**src/tsa_defs.vh**
```
`ifndef TSA_DEFS_VH
`define TSA_DEFS_VH
// ----------------------------------------------------------------------
// How it works
// - din sampled on rising sclk, dout changes on falling sclk.
// - command bit 6 high reads, low writes.
// - command bits 5..3 pick the register; commands may follow back to back in one frame.
// - write command is followed by 8 or 16 data bits, then loaded.
// - read returns 8 or 16 bits msb first, msb driven before the first falling edge.
// - chip select works as frame sync; sclk may run between frames.
// - chip select tied low still works as a 3-wire port.
// - 32 consecutive ones sampled on din reset the serial port.
// - port reset restarts command capture and restores all registers.
// - limit alarm has comparator and interrupt modes; interrupt at power-up.
// - limit alarm fires above high limit or below low limit.
// - comparator mode releases alarm only past the hysteresis band.
// - comparator mode keeps the limit alarm through shutdown.
// - interrupt mode releases the limit alarm on any register read.
// - interrupt mode re-fires only on a fresh out-of-limit event.
// - interrupt mode clears the limit alarm on entering shutdown.
// - critical alarm fires when temperature exceeds critical limit.
// - hysteresis is 4 bits of whole degrees, off high/crit, onto low.
// - in 13-bit mode low temperature bits show low, high, crit flags.
// ----------------------------------------------------------------------
`define TSA_ADDR_STATUS 3'h0
`define TSA_ADDR_CFG 3'h1
`define TSA_ADDR_TEMP 3'h2
`define TSA_ADDR_ID 3'h3
`define TSA_ADDR_CRIT 3'h4
`define TSA_ADDR_HYST 3'h5
`define TSA_ADDR_HIGH 3'h6
`define TSA_ADDR_LOW 3'h7
`define TSA_CMD_RD_BIT 6
`define TSA_CMD_ADDR_HI 5
`define TSA_CMD_ADDR_LO 3
`define TSA_CFG_RES_BIT 7
`define TSA_CFG_OPM_HI 6
`define TSA_CFG_OPM_LO 5
`define TSA_CFG_CMP_BIT 4
`define TSA_CFG_INTPOL_BIT 3
`define TSA_CFG_CTPOL_BIT 2
`define TSA_OPM_SHUTDOWN 2'h3
`define TSA_CFG_RST 8'h00
`define TSA_CRIT_RST 16'h4980
`define TSA_HYST_RST 8'h05
`define TSA_HIGH_RST 16'h2000
`define TSA_LOW_RST 16'h0500
`define TSA_CMD_LAST 5'h07
`define TSA_NARROW_LAST 5'h07
`define TSA_WIDE_LAST 5'h0F
`define TSA_ONES_LAST 5'h1F
`define TSA_HYST_SHIFT 7
// 500 us of quiet after a port reset, counted at 200 MHz
`define TSA_RESYNC_CYC 17'h186A0
`endif

```
**src/tsa_alarm.v**
```verilog
`include "tsa_defs.vh"

module tsa_alarm (
  // system
  input wire clk_sys,
  input wire rst_n,
  input wire clear,
  // measurement and limits
  input wire [15:0] temp_value,
  input wire [15:0] high_limit,
  input wire [15:0] low_limit,
  input wire [15:0] critical_limit,
  input wire [3:0] hysteresis_value,
  // control
  input wire cmp_mode,
  input wire shutdown,
  input wire int_pol_high,
  input wire ct_pol_high,
  input wire rd_stb,
  // results
  output reg int_oe_q,
  output reg ct_oe_q,
  output reg [2:0] flag_q
);

  // ----------------------------------------------------------------
  // limit comparisons
  // ----------------------------------------------------------------
  wire signed [16:0] t_s = {temp_value[15], temp_value};
  wire signed [16:0] hi_s = {high_limit[15], high_limit};
  wire signed [16:0] lo_s = {low_limit[15], low_limit};
  wire signed [16:0] cr_s = {critical_limit[15], critical_limit};
  wire signed [16:0] hys_s = {6'h00, hysteresis_value, 7'h00};
  wire signed [16:0] hi_rel = hi_s - hys_s;
  wire signed [16:0] lo_rel = lo_s + hys_s;
  wire signed [16:0] cr_rel = cr_s - hys_s;
  wire over = t_s > hi_s;
  wire under = t_s < lo_s;
  wire crit_ev = t_s > cr_s;

  reg hi_act_q;
  reg lo_act_q;
  reg cr_act_q;
  reg lim_prev_q;
  reg int_act_q;
  wire lim_act = hi_act_q | lo_act_q;
  wire lim_set = lim_act & ~lim_prev_q & ~shutdown;

  // ----------------------------------------------------------------
  // alarm state
  // ----------------------------------------------------------------
  always @(posedge clk_sys) begin
    if (!rst_n || clear) begin
      hi_act_q <= 1'b0;
      lo_act_q <= 1'b0;
      cr_act_q <= 1'b0;
      lim_prev_q <= 1'b0;
      int_act_q <= 1'b0;
      int_oe_q <= 1'b0;
      ct_oe_q <= 1'b0;
      flag_q <= 3'h0;
    end else begin
      flag_q <= {crit_ev, over, under};
      // frozen in shutdown, so comparator state holds
      if (!shutdown) begin
        if (over)
          hi_act_q <= 1'b1;
        else if (t_s < hi_rel)
          hi_act_q <= 1'b0;
        if (under)
          lo_act_q <= 1'b1;
        else if (t_s > lo_rel)
          lo_act_q <= 1'b0;
        if (crit_ev)
          cr_act_q <= 1'b1;
        else if (t_s < cr_rel)
          cr_act_q <= 1'b0;
      end
      lim_prev_q <= lim_act;
      if (cmp_mode) begin
        int_act_q <= lim_act;
      end else if (lim_set) begin
        // a fresh event wins over a read in the same cycle
        int_act_q <= 1'b1;
      end else if (rd_stb) begin
        int_act_q <= 1'b0;
      end else if (shutdown) begin
        int_act_q <= 1'b0;
      end
      int_oe_q <= int_act_q ^ int_pol_high;
      ct_oe_q <= cr_act_q ^ ct_pol_high;
    end
  end

endmodule

```
**src/tsa_sensor.v**
```verilog
`include "tsa_defs.vh"

module tsa_sensor #(
  // arbitrary neutral identity value
  parameter [7:0] ID_CODE = 8'h5A,
  parameter [16:0] RESYNC_CYCLES = `TSA_RESYNC_CYC
) (
  // system
  input wire clk_sys,
  input wire rst_n,
  // serial pins
  input wire spi_sclk,
  input wire spi_cs_n,
  input wire spi_din,
  output wire spi_dout,
  output wire spi_dout_oe,
  // measured temperature from the converter
  input wire [15:0] temp_value,
  // open-drain alarm pins, high pulls the pin low
  output wire limit_alarm_oe,
  output wire critical_alarm_out_oe,
  // state toward the converter
  output wire shutdown,
  output wire resolution_16,
  output wire sif_recovering
);

  // ----------------------------------------------------------------
  // pin synchronisers: sclk, cs_n, din
  // ----------------------------------------------------------------
  localparam [2:0] PIN_IDLE = 3'h3;
  wire [2:0] pin_raw = {spi_din, spi_cs_n, spi_sclk};
  wire [2:0] pin_f;
  reg [2:0] pin_prev_q;

  genvar gi;
  generate
    for (gi = 0; gi < 3; gi = gi + 1) begin : g_sync
      reg s1_q;
      reg s2_q;
      reg s3_q;
      reg f_q;
      always @(posedge clk_sys) begin
        if (!rst_n) begin
          s1_q <= PIN_IDLE[gi];
          s2_q <= PIN_IDLE[gi];
          s3_q <= PIN_IDLE[gi];
          f_q <= PIN_IDLE[gi];
        end else begin
          s1_q <= pin_raw[gi];
          s2_q <= s1_q;
          s3_q <= s2_q;
          if (s2_q == s3_q)
            f_q <= s3_q;
        end
      end
      assign pin_f[gi] = f_q;
    end
  endgenerate

  always @(posedge clk_sys) begin
    if (!rst_n)
      pin_prev_q <= PIN_IDLE;
    else
      pin_prev_q <= pin_f;
  end

  wire sclk_rise = pin_f[0] & ~pin_prev_q[0];
  wire sclk_fall = ~pin_f[0] & pin_prev_q[0];
  wire cs_low = ~pin_f[1];
  wire cs_fall = ~pin_f[1] & pin_prev_q[1];
  wire cs_rise = pin_f[1] & ~pin_prev_q[1];
  wire din_f = pin_f[2];

  // ----------------------------------------------------------------
  // register file
  // ----------------------------------------------------------------
  reg [7:0] cfg_q;
  reg [15:0] crit_q;
  reg [7:0] hyst_q;
  reg [15:0] high_q;
  reg [15:0] low_q;
  wire [2:0] flags;
  reg wr_stb_q;
  reg [15:0] wr_data_q;
  reg [2:0] addr_q;
  reg sif_rst_q;

  always @(posedge clk_sys) begin
    if (!rst_n || sif_rst_q) begin
      cfg_q <= `TSA_CFG_RST;
      crit_q <= `TSA_CRIT_RST;
      hyst_q <= `TSA_HYST_RST;
      high_q <= `TSA_HIGH_RST;
      low_q <= `TSA_LOW_RST;
    end else if (wr_stb_q) begin
      case (addr_q)
        `TSA_ADDR_CFG: cfg_q <= wr_data_q[7:0];
        `TSA_ADDR_CRIT: crit_q <= wr_data_q;
        `TSA_ADDR_HYST: hyst_q <= wr_data_q[7:0];
        `TSA_ADDR_HIGH: high_q <= wr_data_q;
        `TSA_ADDR_LOW: low_q <= wr_data_q;
        default: cfg_q <= cfg_q;
      endcase
    end
  end

  wire res16 = cfg_q[`TSA_CFG_RES_BIT];
  wire sd_mode = (cfg_q[`TSA_CFG_OPM_HI:`TSA_CFG_OPM_LO] ==
                  `TSA_OPM_SHUTDOWN);

  // ----------------------------------------------------------------
  // command decode and read data
  // ----------------------------------------------------------------
  reg [15:0] in_sr_q;
  wire [7:0] cmd_byte = {in_sr_q[6:0], din_f};
  wire [2:0] cmd_addr = cmd_byte[`TSA_CMD_ADDR_HI:`TSA_CMD_ADDR_LO];
  wire cmd_rd = cmd_byte[`TSA_CMD_RD_BIT];
  wire cmd_wide = (cmd_addr == `TSA_ADDR_TEMP) ||
                  (cmd_addr == `TSA_ADDR_CRIT) ||
                  (cmd_addr == `TSA_ADDR_HIGH) ||
                  (cmd_addr == `TSA_ADDR_LOW);
  reg [15:0] rd_word;

  // read data left aligned so the msb always leaves first
  always @* begin
    rd_word = 16'h0000;
    case (cmd_addr)
      `TSA_ADDR_STATUS: rd_word = {1'b0, flags[2], flags[1], flags[0],
                                   12'h000};
      `TSA_ADDR_CFG: rd_word = {cfg_q, 8'h00};
      `TSA_ADDR_TEMP: rd_word = {temp_value[15:3],
                                 res16 ? temp_value[2:0] : flags};
      `TSA_ADDR_ID: rd_word = {ID_CODE, 8'h00};
      `TSA_ADDR_CRIT: rd_word = crit_q;
      `TSA_ADDR_HYST: rd_word = {hyst_q, 8'h00};
      `TSA_ADDR_HIGH: rd_word = high_q;
      `TSA_ADDR_LOW: rd_word = low_q;
      default: rd_word = 16'h0000;
    endcase
  end

  // ----------------------------------------------------------------
  // frame engine
  // ----------------------------------------------------------------
  localparam [1:0] ST_CMD = 2'h0;
  localparam [1:0] ST_WR = 2'h1;
  localparam [1:0] ST_RD = 2'h2;
  localparam [1:0] ST_IDLE = 2'h3;

  reg [1:0] state_q;
  reg [4:0] cnt_q;
  reg wide_q;
  reg [15:0] out_sr_q;
  reg first_q;
  reg dout_q;
  reg dout_oe_q;
  reg rd_stb_q;
  reg [4:0] ones_q;
  wire [4:0] data_last = wide_q ? `TSA_WIDE_LAST : `TSA_NARROW_LAST;

  always @(posedge clk_sys) begin
    if (!rst_n) begin
      state_q <= ST_CMD;
      cnt_q <= 5'h00;
      wide_q <= 1'b0;
      addr_q <= 3'h0;
      in_sr_q <= 16'h0000;
      out_sr_q <= 16'h0000;
      first_q <= 1'b0;
      dout_q <= 1'b0;
      dout_oe_q <= 1'b0;
      rd_stb_q <= 1'b0;
      wr_stb_q <= 1'b0;
      wr_data_q <= 16'h0000;
      ones_q <= 5'h00;
      sif_rst_q <= 1'b0;
    end else begin
      rd_stb_q <= 1'b0;
      wr_stb_q <= 1'b0;
      sif_rst_q <= 1'b0;
      dout_oe_q <= cs_low;
      if (cs_rise) begin
        // partial frame is dropped, no write strobe
        state_q <= ST_IDLE;
        cnt_q <= 5'h00;
        ones_q <= 5'h00;
      end else if (cs_fall) begin
        // sclk edges outside a frame are ignored, frame starts here
        state_q <= ST_CMD;
        cnt_q <= 5'h00;
        ones_q <= 5'h00;
        dout_q <= 1'b0;
      end else if (cs_low && sclk_rise) begin
        in_sr_q <= {in_sr_q[14:0], din_f};
        cnt_q <= cnt_q + 5'h01;
        if (din_f && ones_q == `TSA_ONES_LAST) begin
          ones_q <= 5'h00;
          sif_rst_q <= 1'b1;
          state_q <= ST_CMD;
          cnt_q <= 5'h00;
        end else begin
          ones_q <= din_f ? ones_q + 5'h01 : 5'h00;
          case (state_q)
            ST_CMD: begin
              if (cnt_q == `TSA_CMD_LAST) begin
                cnt_q <= 5'h00;
                addr_q <= cmd_addr;
                wide_q <= cmd_wide;
                if (cmd_rd) begin
                  state_q <= ST_RD;
                  rd_stb_q <= 1'b1;
                  // msb shows before the first falling edge
                  dout_q <= rd_word[15];
                  out_sr_q <= {rd_word[14:0], 1'b0};
                  first_q <= 1'b1;
                end else begin
                  state_q <= ST_WR;
                end
              end
            end
            ST_WR: begin
              if (cnt_q == data_last) begin
                cnt_q <= 5'h00;
                state_q <= ST_CMD;
                wr_stb_q <= 1'b1;
                wr_data_q <= {in_sr_q[14:0], din_f};
              end
            end
            ST_RD: begin
              if (cnt_q == data_last) begin
                cnt_q <= 5'h00;
                state_q <= ST_CMD;
              end
            end
            default: begin
              cnt_q <= 5'h00;
            end
          endcase
        end
      end else if (cs_low && sclk_fall && state_q == ST_RD) begin
        // first fall keeps the msb, later falls shift
        first_q <= 1'b0;
        if (!first_q) begin
          dout_q <= out_sr_q[15];
          out_sr_q <= {out_sr_q[14:0], 1'b0};
        end
      end
    end
  end

  // ----------------------------------------------------------------
  // recovery window after a port reset
  // ----------------------------------------------------------------
  reg [16:0] rec_cnt_q;
  reg rec_q;

  always @(posedge clk_sys) begin
    if (!rst_n) begin
      rec_cnt_q <= 17'h00000;
      rec_q <= 1'b0;
    end else if (sif_rst_q) begin
      rec_cnt_q <= RESYNC_CYCLES;
      rec_q <= 1'b1;
    end else if (rec_cnt_q != 17'h00000) begin
      rec_cnt_q <= rec_cnt_q - 17'h00001;
      rec_q <= (rec_cnt_q != 17'h00001);
    end else begin
      rec_q <= 1'b0;
    end
  end

  // ----------------------------------------------------------------
  // control outputs
  // ----------------------------------------------------------------
  reg sd_q;
  reg res16_q;

  always @(posedge clk_sys) begin
    if (!rst_n) begin
      sd_q <= 1'b0;
      res16_q <= 1'b0;
    end else begin
      sd_q <= sd_mode;
      res16_q <= res16;
    end
  end

  // ----------------------------------------------------------------
  // alarm logic
  // ----------------------------------------------------------------
  wire int_oe;
  wire ct_oe;

  tsa_alarm u_alarm (
    .clk_sys(clk_sys),
    .rst_n(rst_n),
    .clear(sif_rst_q),
    .temp_value(temp_value),
    .high_limit(high_q),
    .low_limit(low_q),
    .critical_limit(crit_q),
    .hysteresis_value(hyst_q[3:0]),
    .cmp_mode(cfg_q[`TSA_CFG_CMP_BIT]),
    .shutdown(sd_mode),
    .int_pol_high(cfg_q[`TSA_CFG_INTPOL_BIT]),
    .ct_pol_high(cfg_q[`TSA_CFG_CTPOL_BIT]),
    .rd_stb(rd_stb_q),
    .int_oe_q(int_oe),
    .ct_oe_q(ct_oe),
    .flag_q(flags)
  );

  assign spi_dout = dout_q;
  assign spi_dout_oe = dout_oe_q;
  assign limit_alarm_oe = int_oe;
  assign critical_alarm_out_oe = ct_oe;
  assign shutdown = sd_q;
  assign resolution_16 = res16_q;
  assign sif_recovering = rec_q;

endmodule

```
**config.mk**
```make
export PLATFORM = sky130hd
export DESIGN_NAME = tsa_sensor
export DESIGN_NICKNAME = d
export VERILOG_FILES = /design/src/tsa_alarm.v /design/src/tsa_sensor.v
export VERILOG_INCLUDE_DIRS = /design/src
export SDC_FILE = /design/constraint.sdc
export NUM_CORES = 1
export LEC_CHECK = 0
export ABC_AREA = 1
export BUFFER_PORTS_ARGS = -buffer_cell sky130_fd_sc_hd__buf_2
export CAP_MARGIN = 5
export CELL_PAD_IN_SITES_DETAIL_PLACEMENT = 0
export CELL_PAD_IN_SITES_GLOBAL_PLACEMENT = 1
export CORE_ASPECT_RATIO = 1.2
export CORE_MARGIN = 2
export CORE_UTILIZATION = 50
export DETAILED_ROUTE_END_ITERATION = 7
export PLACE_DENSITY = 0.85
export SLEW_MARGIN = 30
export SYNTH_ARGS = -nofsm -noshare
export SYNTH_HDL_FRONTEND = slang
export SYNTH_SLANG_ARGS = --single-unit
```
**constraint.sdc**
```tcl
create_clock -name clk_sys -period 6.53 [get_ports clk_sys]
set_clock_uncertainty 0.15 [all_clocks]
set_input_delay 0.653 -clock clk_sys [delete_from_list [all_inputs] [get_ports clk_sys]]
set_output_delay 0.653 -clock clk_sys [all_outputs]
set_load 0.05 [all_outputs]
```
==> impl_results.md <==
* Relative slew slack at 0.366
* Via density at 5.42
* Drt wl/cell at around 17 um
* Type of origin of the critical path: flip-flop
* Post-synth EDFFs at 0
* Die ar. at 21600 um^2
* Die height at 161 um
* Ports at 28
* # H-tree levels at 4
* Layout cells sized above 1 at 0.0632
* Clock latency at the later pin of the worst-skew pair at 430 ps
* Drt total wl at 29600 um
* GR Overflow Total at 0
* Core area at 20200 um^2
* Sequential share of the synthesized area at 0.344
* # fillers at 2028
* Syn Nets at 1574
* CP required at 6690 ps
* Vias at around 9.4k
* WS Path Type: reg -> reg
* CTS tree: done
* Placed insts at approximately 1.7k
* Max FO, Critical Path at 5
* Initial antenna violation count at 1
* Fin util at 0.552
* GR met1 Demand/Resource at 0.357
* Sink Count at 176
* Run status: finished clean
* Pwr per Cell Area at 239 nW/um^2
* Max Cap Violations at 0
* Hold_buf cts at 0
* I/O Buffers at 27
* GRT met2 Usage at 0.470
* Initial core utilization at 0.507
* Ys Warns at 0
* GPL Wtd Cong at ~0.94
* GRT busiest layer: met2
* Syn Area/Cell at ~7.1 um^2
* Max VDD drop at around 0.15 mV
* Synthesis-to-finish area growth at 8.80%
* Leak at 4.96 nW
* DR pass1 iterations at 5
* Proportion of synthesized flip-flops having asynchronous set or reset at 0
* DP Area at 10600 um^2
* HPWL after DPL at 22700 um
* Commonest non-fill, non-tap cell in the layout: nand2_1
* Cells after Synth at 1449
* TNS Setup at 0 ps
* Gr usage total at 0.279
* Antenna cells at 0
* RSZ-0062 raised after global routing: false
* CP endpoint kind: flip-flop
* Hold Crit Class: in -> reg
* Max clock buf depth at 2
* Cell Area, Synth at 10200 um^2
* Initial DRC Count at 690
* Slew of the pin with the lowest slew margin at about 950 ps
* Ranking of synthesized cells by area: dfxtp_1 34%, ha_1 12%, nand2_1 9.7%, a21oi_1 8.4%, o21ai_0 6.9%
* Main synth FF type: dfxtp_1
* Residual DRC at 0
* Post-CTS setup buffer count at 0
* CTS Root Cell: clkbuf_16
* Slew Viols, Final at 0
* Proportion of netlist area held by the largest area contributor at 0.344
* Largest area contributor in the netlist: dfxtp_1
* Cell area after layout at 11100 um^2
* Most frequent cells in the layout: 264 x nand2_1, 180 x inv_1, 176 x dfxtp_1
* CTS buffer count at 17
* Synth cell types at 48
* Width of the die at 135 um
* Routed Antenna Nets at 0
* Met3 Usage GRT at 0.0423
* Clk slew on worst S/H paths at 70 ps
* WP data arrival at ~3500 ps
* Crit share post-route at 0.506
* Gates resized, CTS repair at 0
* First-pass GRT wire length at 46900 um
* Post-route insts no fill at 1737
* Tmin final at ~3300 ps
* Final Net Count at 1585
* Final setup violation count at 0
* Max frequency at 303 MHz
* Row count at 57
* Register bit total from synthesis at 176
* Largest net degree at the start of global routing at 63
* Final Hold Viols at 0
* Vias in the first global route at 8984
-- cell usage after synthesis, types with 3 or more instances --
cell      instances
buf_2             9
or2_2             8
xor2_1           18
clkinv_1          3
nand2_1         264
nor2_2            8
nor3_1           15
nor2_1          155
nand4_1          16
o211ai_1          6
o21ai_1          10
nand3_1          53
a211oi_1          5
a22oi_1           3
inv_1           180
nand3b_1          3
inv_2             3
xnor2_1           9
dfxtp_1         176
clkbuf_1         29
a31oi_1           4
fa_1              3
ha_1            101
o21ai_0         141
a21o_1           11
a21oi_1         172
and3_1            3
o22ai_1          13
-- power by group --
group	internal [mW]	leakage (nW)	switching (mW)
Sequential	1.13	1.43	0.0500
Clock	0.548	0.256	0.439
Combinational	0.175	3.28	0.322
-- state kept, by name (all words and copies together) (netlist names), 5 cells and up --
name       flops
hyst_q         8
out_sr_q      15
high_q        16
in_sr_q       15
ones_q         5
cnt_q          5
crit_q        16
low_q         16
rec_cnt_q     17
wr_data_q     16
cfg_q          8
-- routing by layer --
layer / part of all wire / vias up
li1: - / 4807
met1: 0.46 / 4286
met2: 0.47 / 262
met3: 0.046 / 62
met4: 0.033 / 2
met5: 0.00034 / -
-- critical path: stages (launching register included) --
cell and delay (ps):
dfxtp_1 450, ha_1 220, inv_1 70, fa_1 400
o21ai_0 290, nand2_1 90, nor2_1 170, nand3_1 110
xor2_1 160, ha_1 290, nand2_1 70, nor2_1 130
nand2_1 90, nor2_1 110, nor2_1 60, nand3_1 70
nand3_1 100, nand2_1 90, nand2_1 70
-- per-stage QoR --
stage / hold WS (ps) / total power, mW / setup WS [ps]
after floorplan: 240 / 1.57 / 3700
after global placement: 244 / 1.69 / 3050
after detailed placement: 253 / 1.69 / 2990
after CTS: 243 / 2.67 / 3220
after global routing: 250 / 2.79 / 2940
final: 252 / 2.66 / 3230
-- cells by family (layout without fill, tap and decap cells) --
kind of cell | after synthesis | in the layout | synth area share
and+or+nand+nor | 538 | 538 | 0.222
DFF | 176 | 176 | 0.344
xor gates and xnor gates | 27 | 27 | 0.0231
adders and majority gates | 104 | 104 | 0.129
buffers and inverters | 230 | 253 | 0.0879
AOI/OAI and AO/OA | 374 | 374 | 0.194
-- final timing paths --
kind | cells past startpoint | startpoint | end | slack (ps)
worst max-delay path | 18 | hyst_q[0] | u_alarm.lo_act_q | 3230
worst min-delay path | 2 | spi_sclk | g_sync[0].s1_q | 250
worst max register to register | 18 | hyst_q[0] | u_alarm.lo_act_q | 3230
worst min register to register | 2 | g_sync[2].s1_q | g_sync[2].s2_q | 260
-- final cells by class --
cell class,count,area [um^2],share of cell area
clock buffer,21,460,0.0413
timing repair buffer,34,188,0.0169
clock inverter,10,104,0.00932
tap,265,332,0.0298
sequential,176,3520,0.316
inverter,188,712,0.0639
multi-input combinational,1043,5820,0.522
No activity file was read; power rests on OpenSTA's default activity.
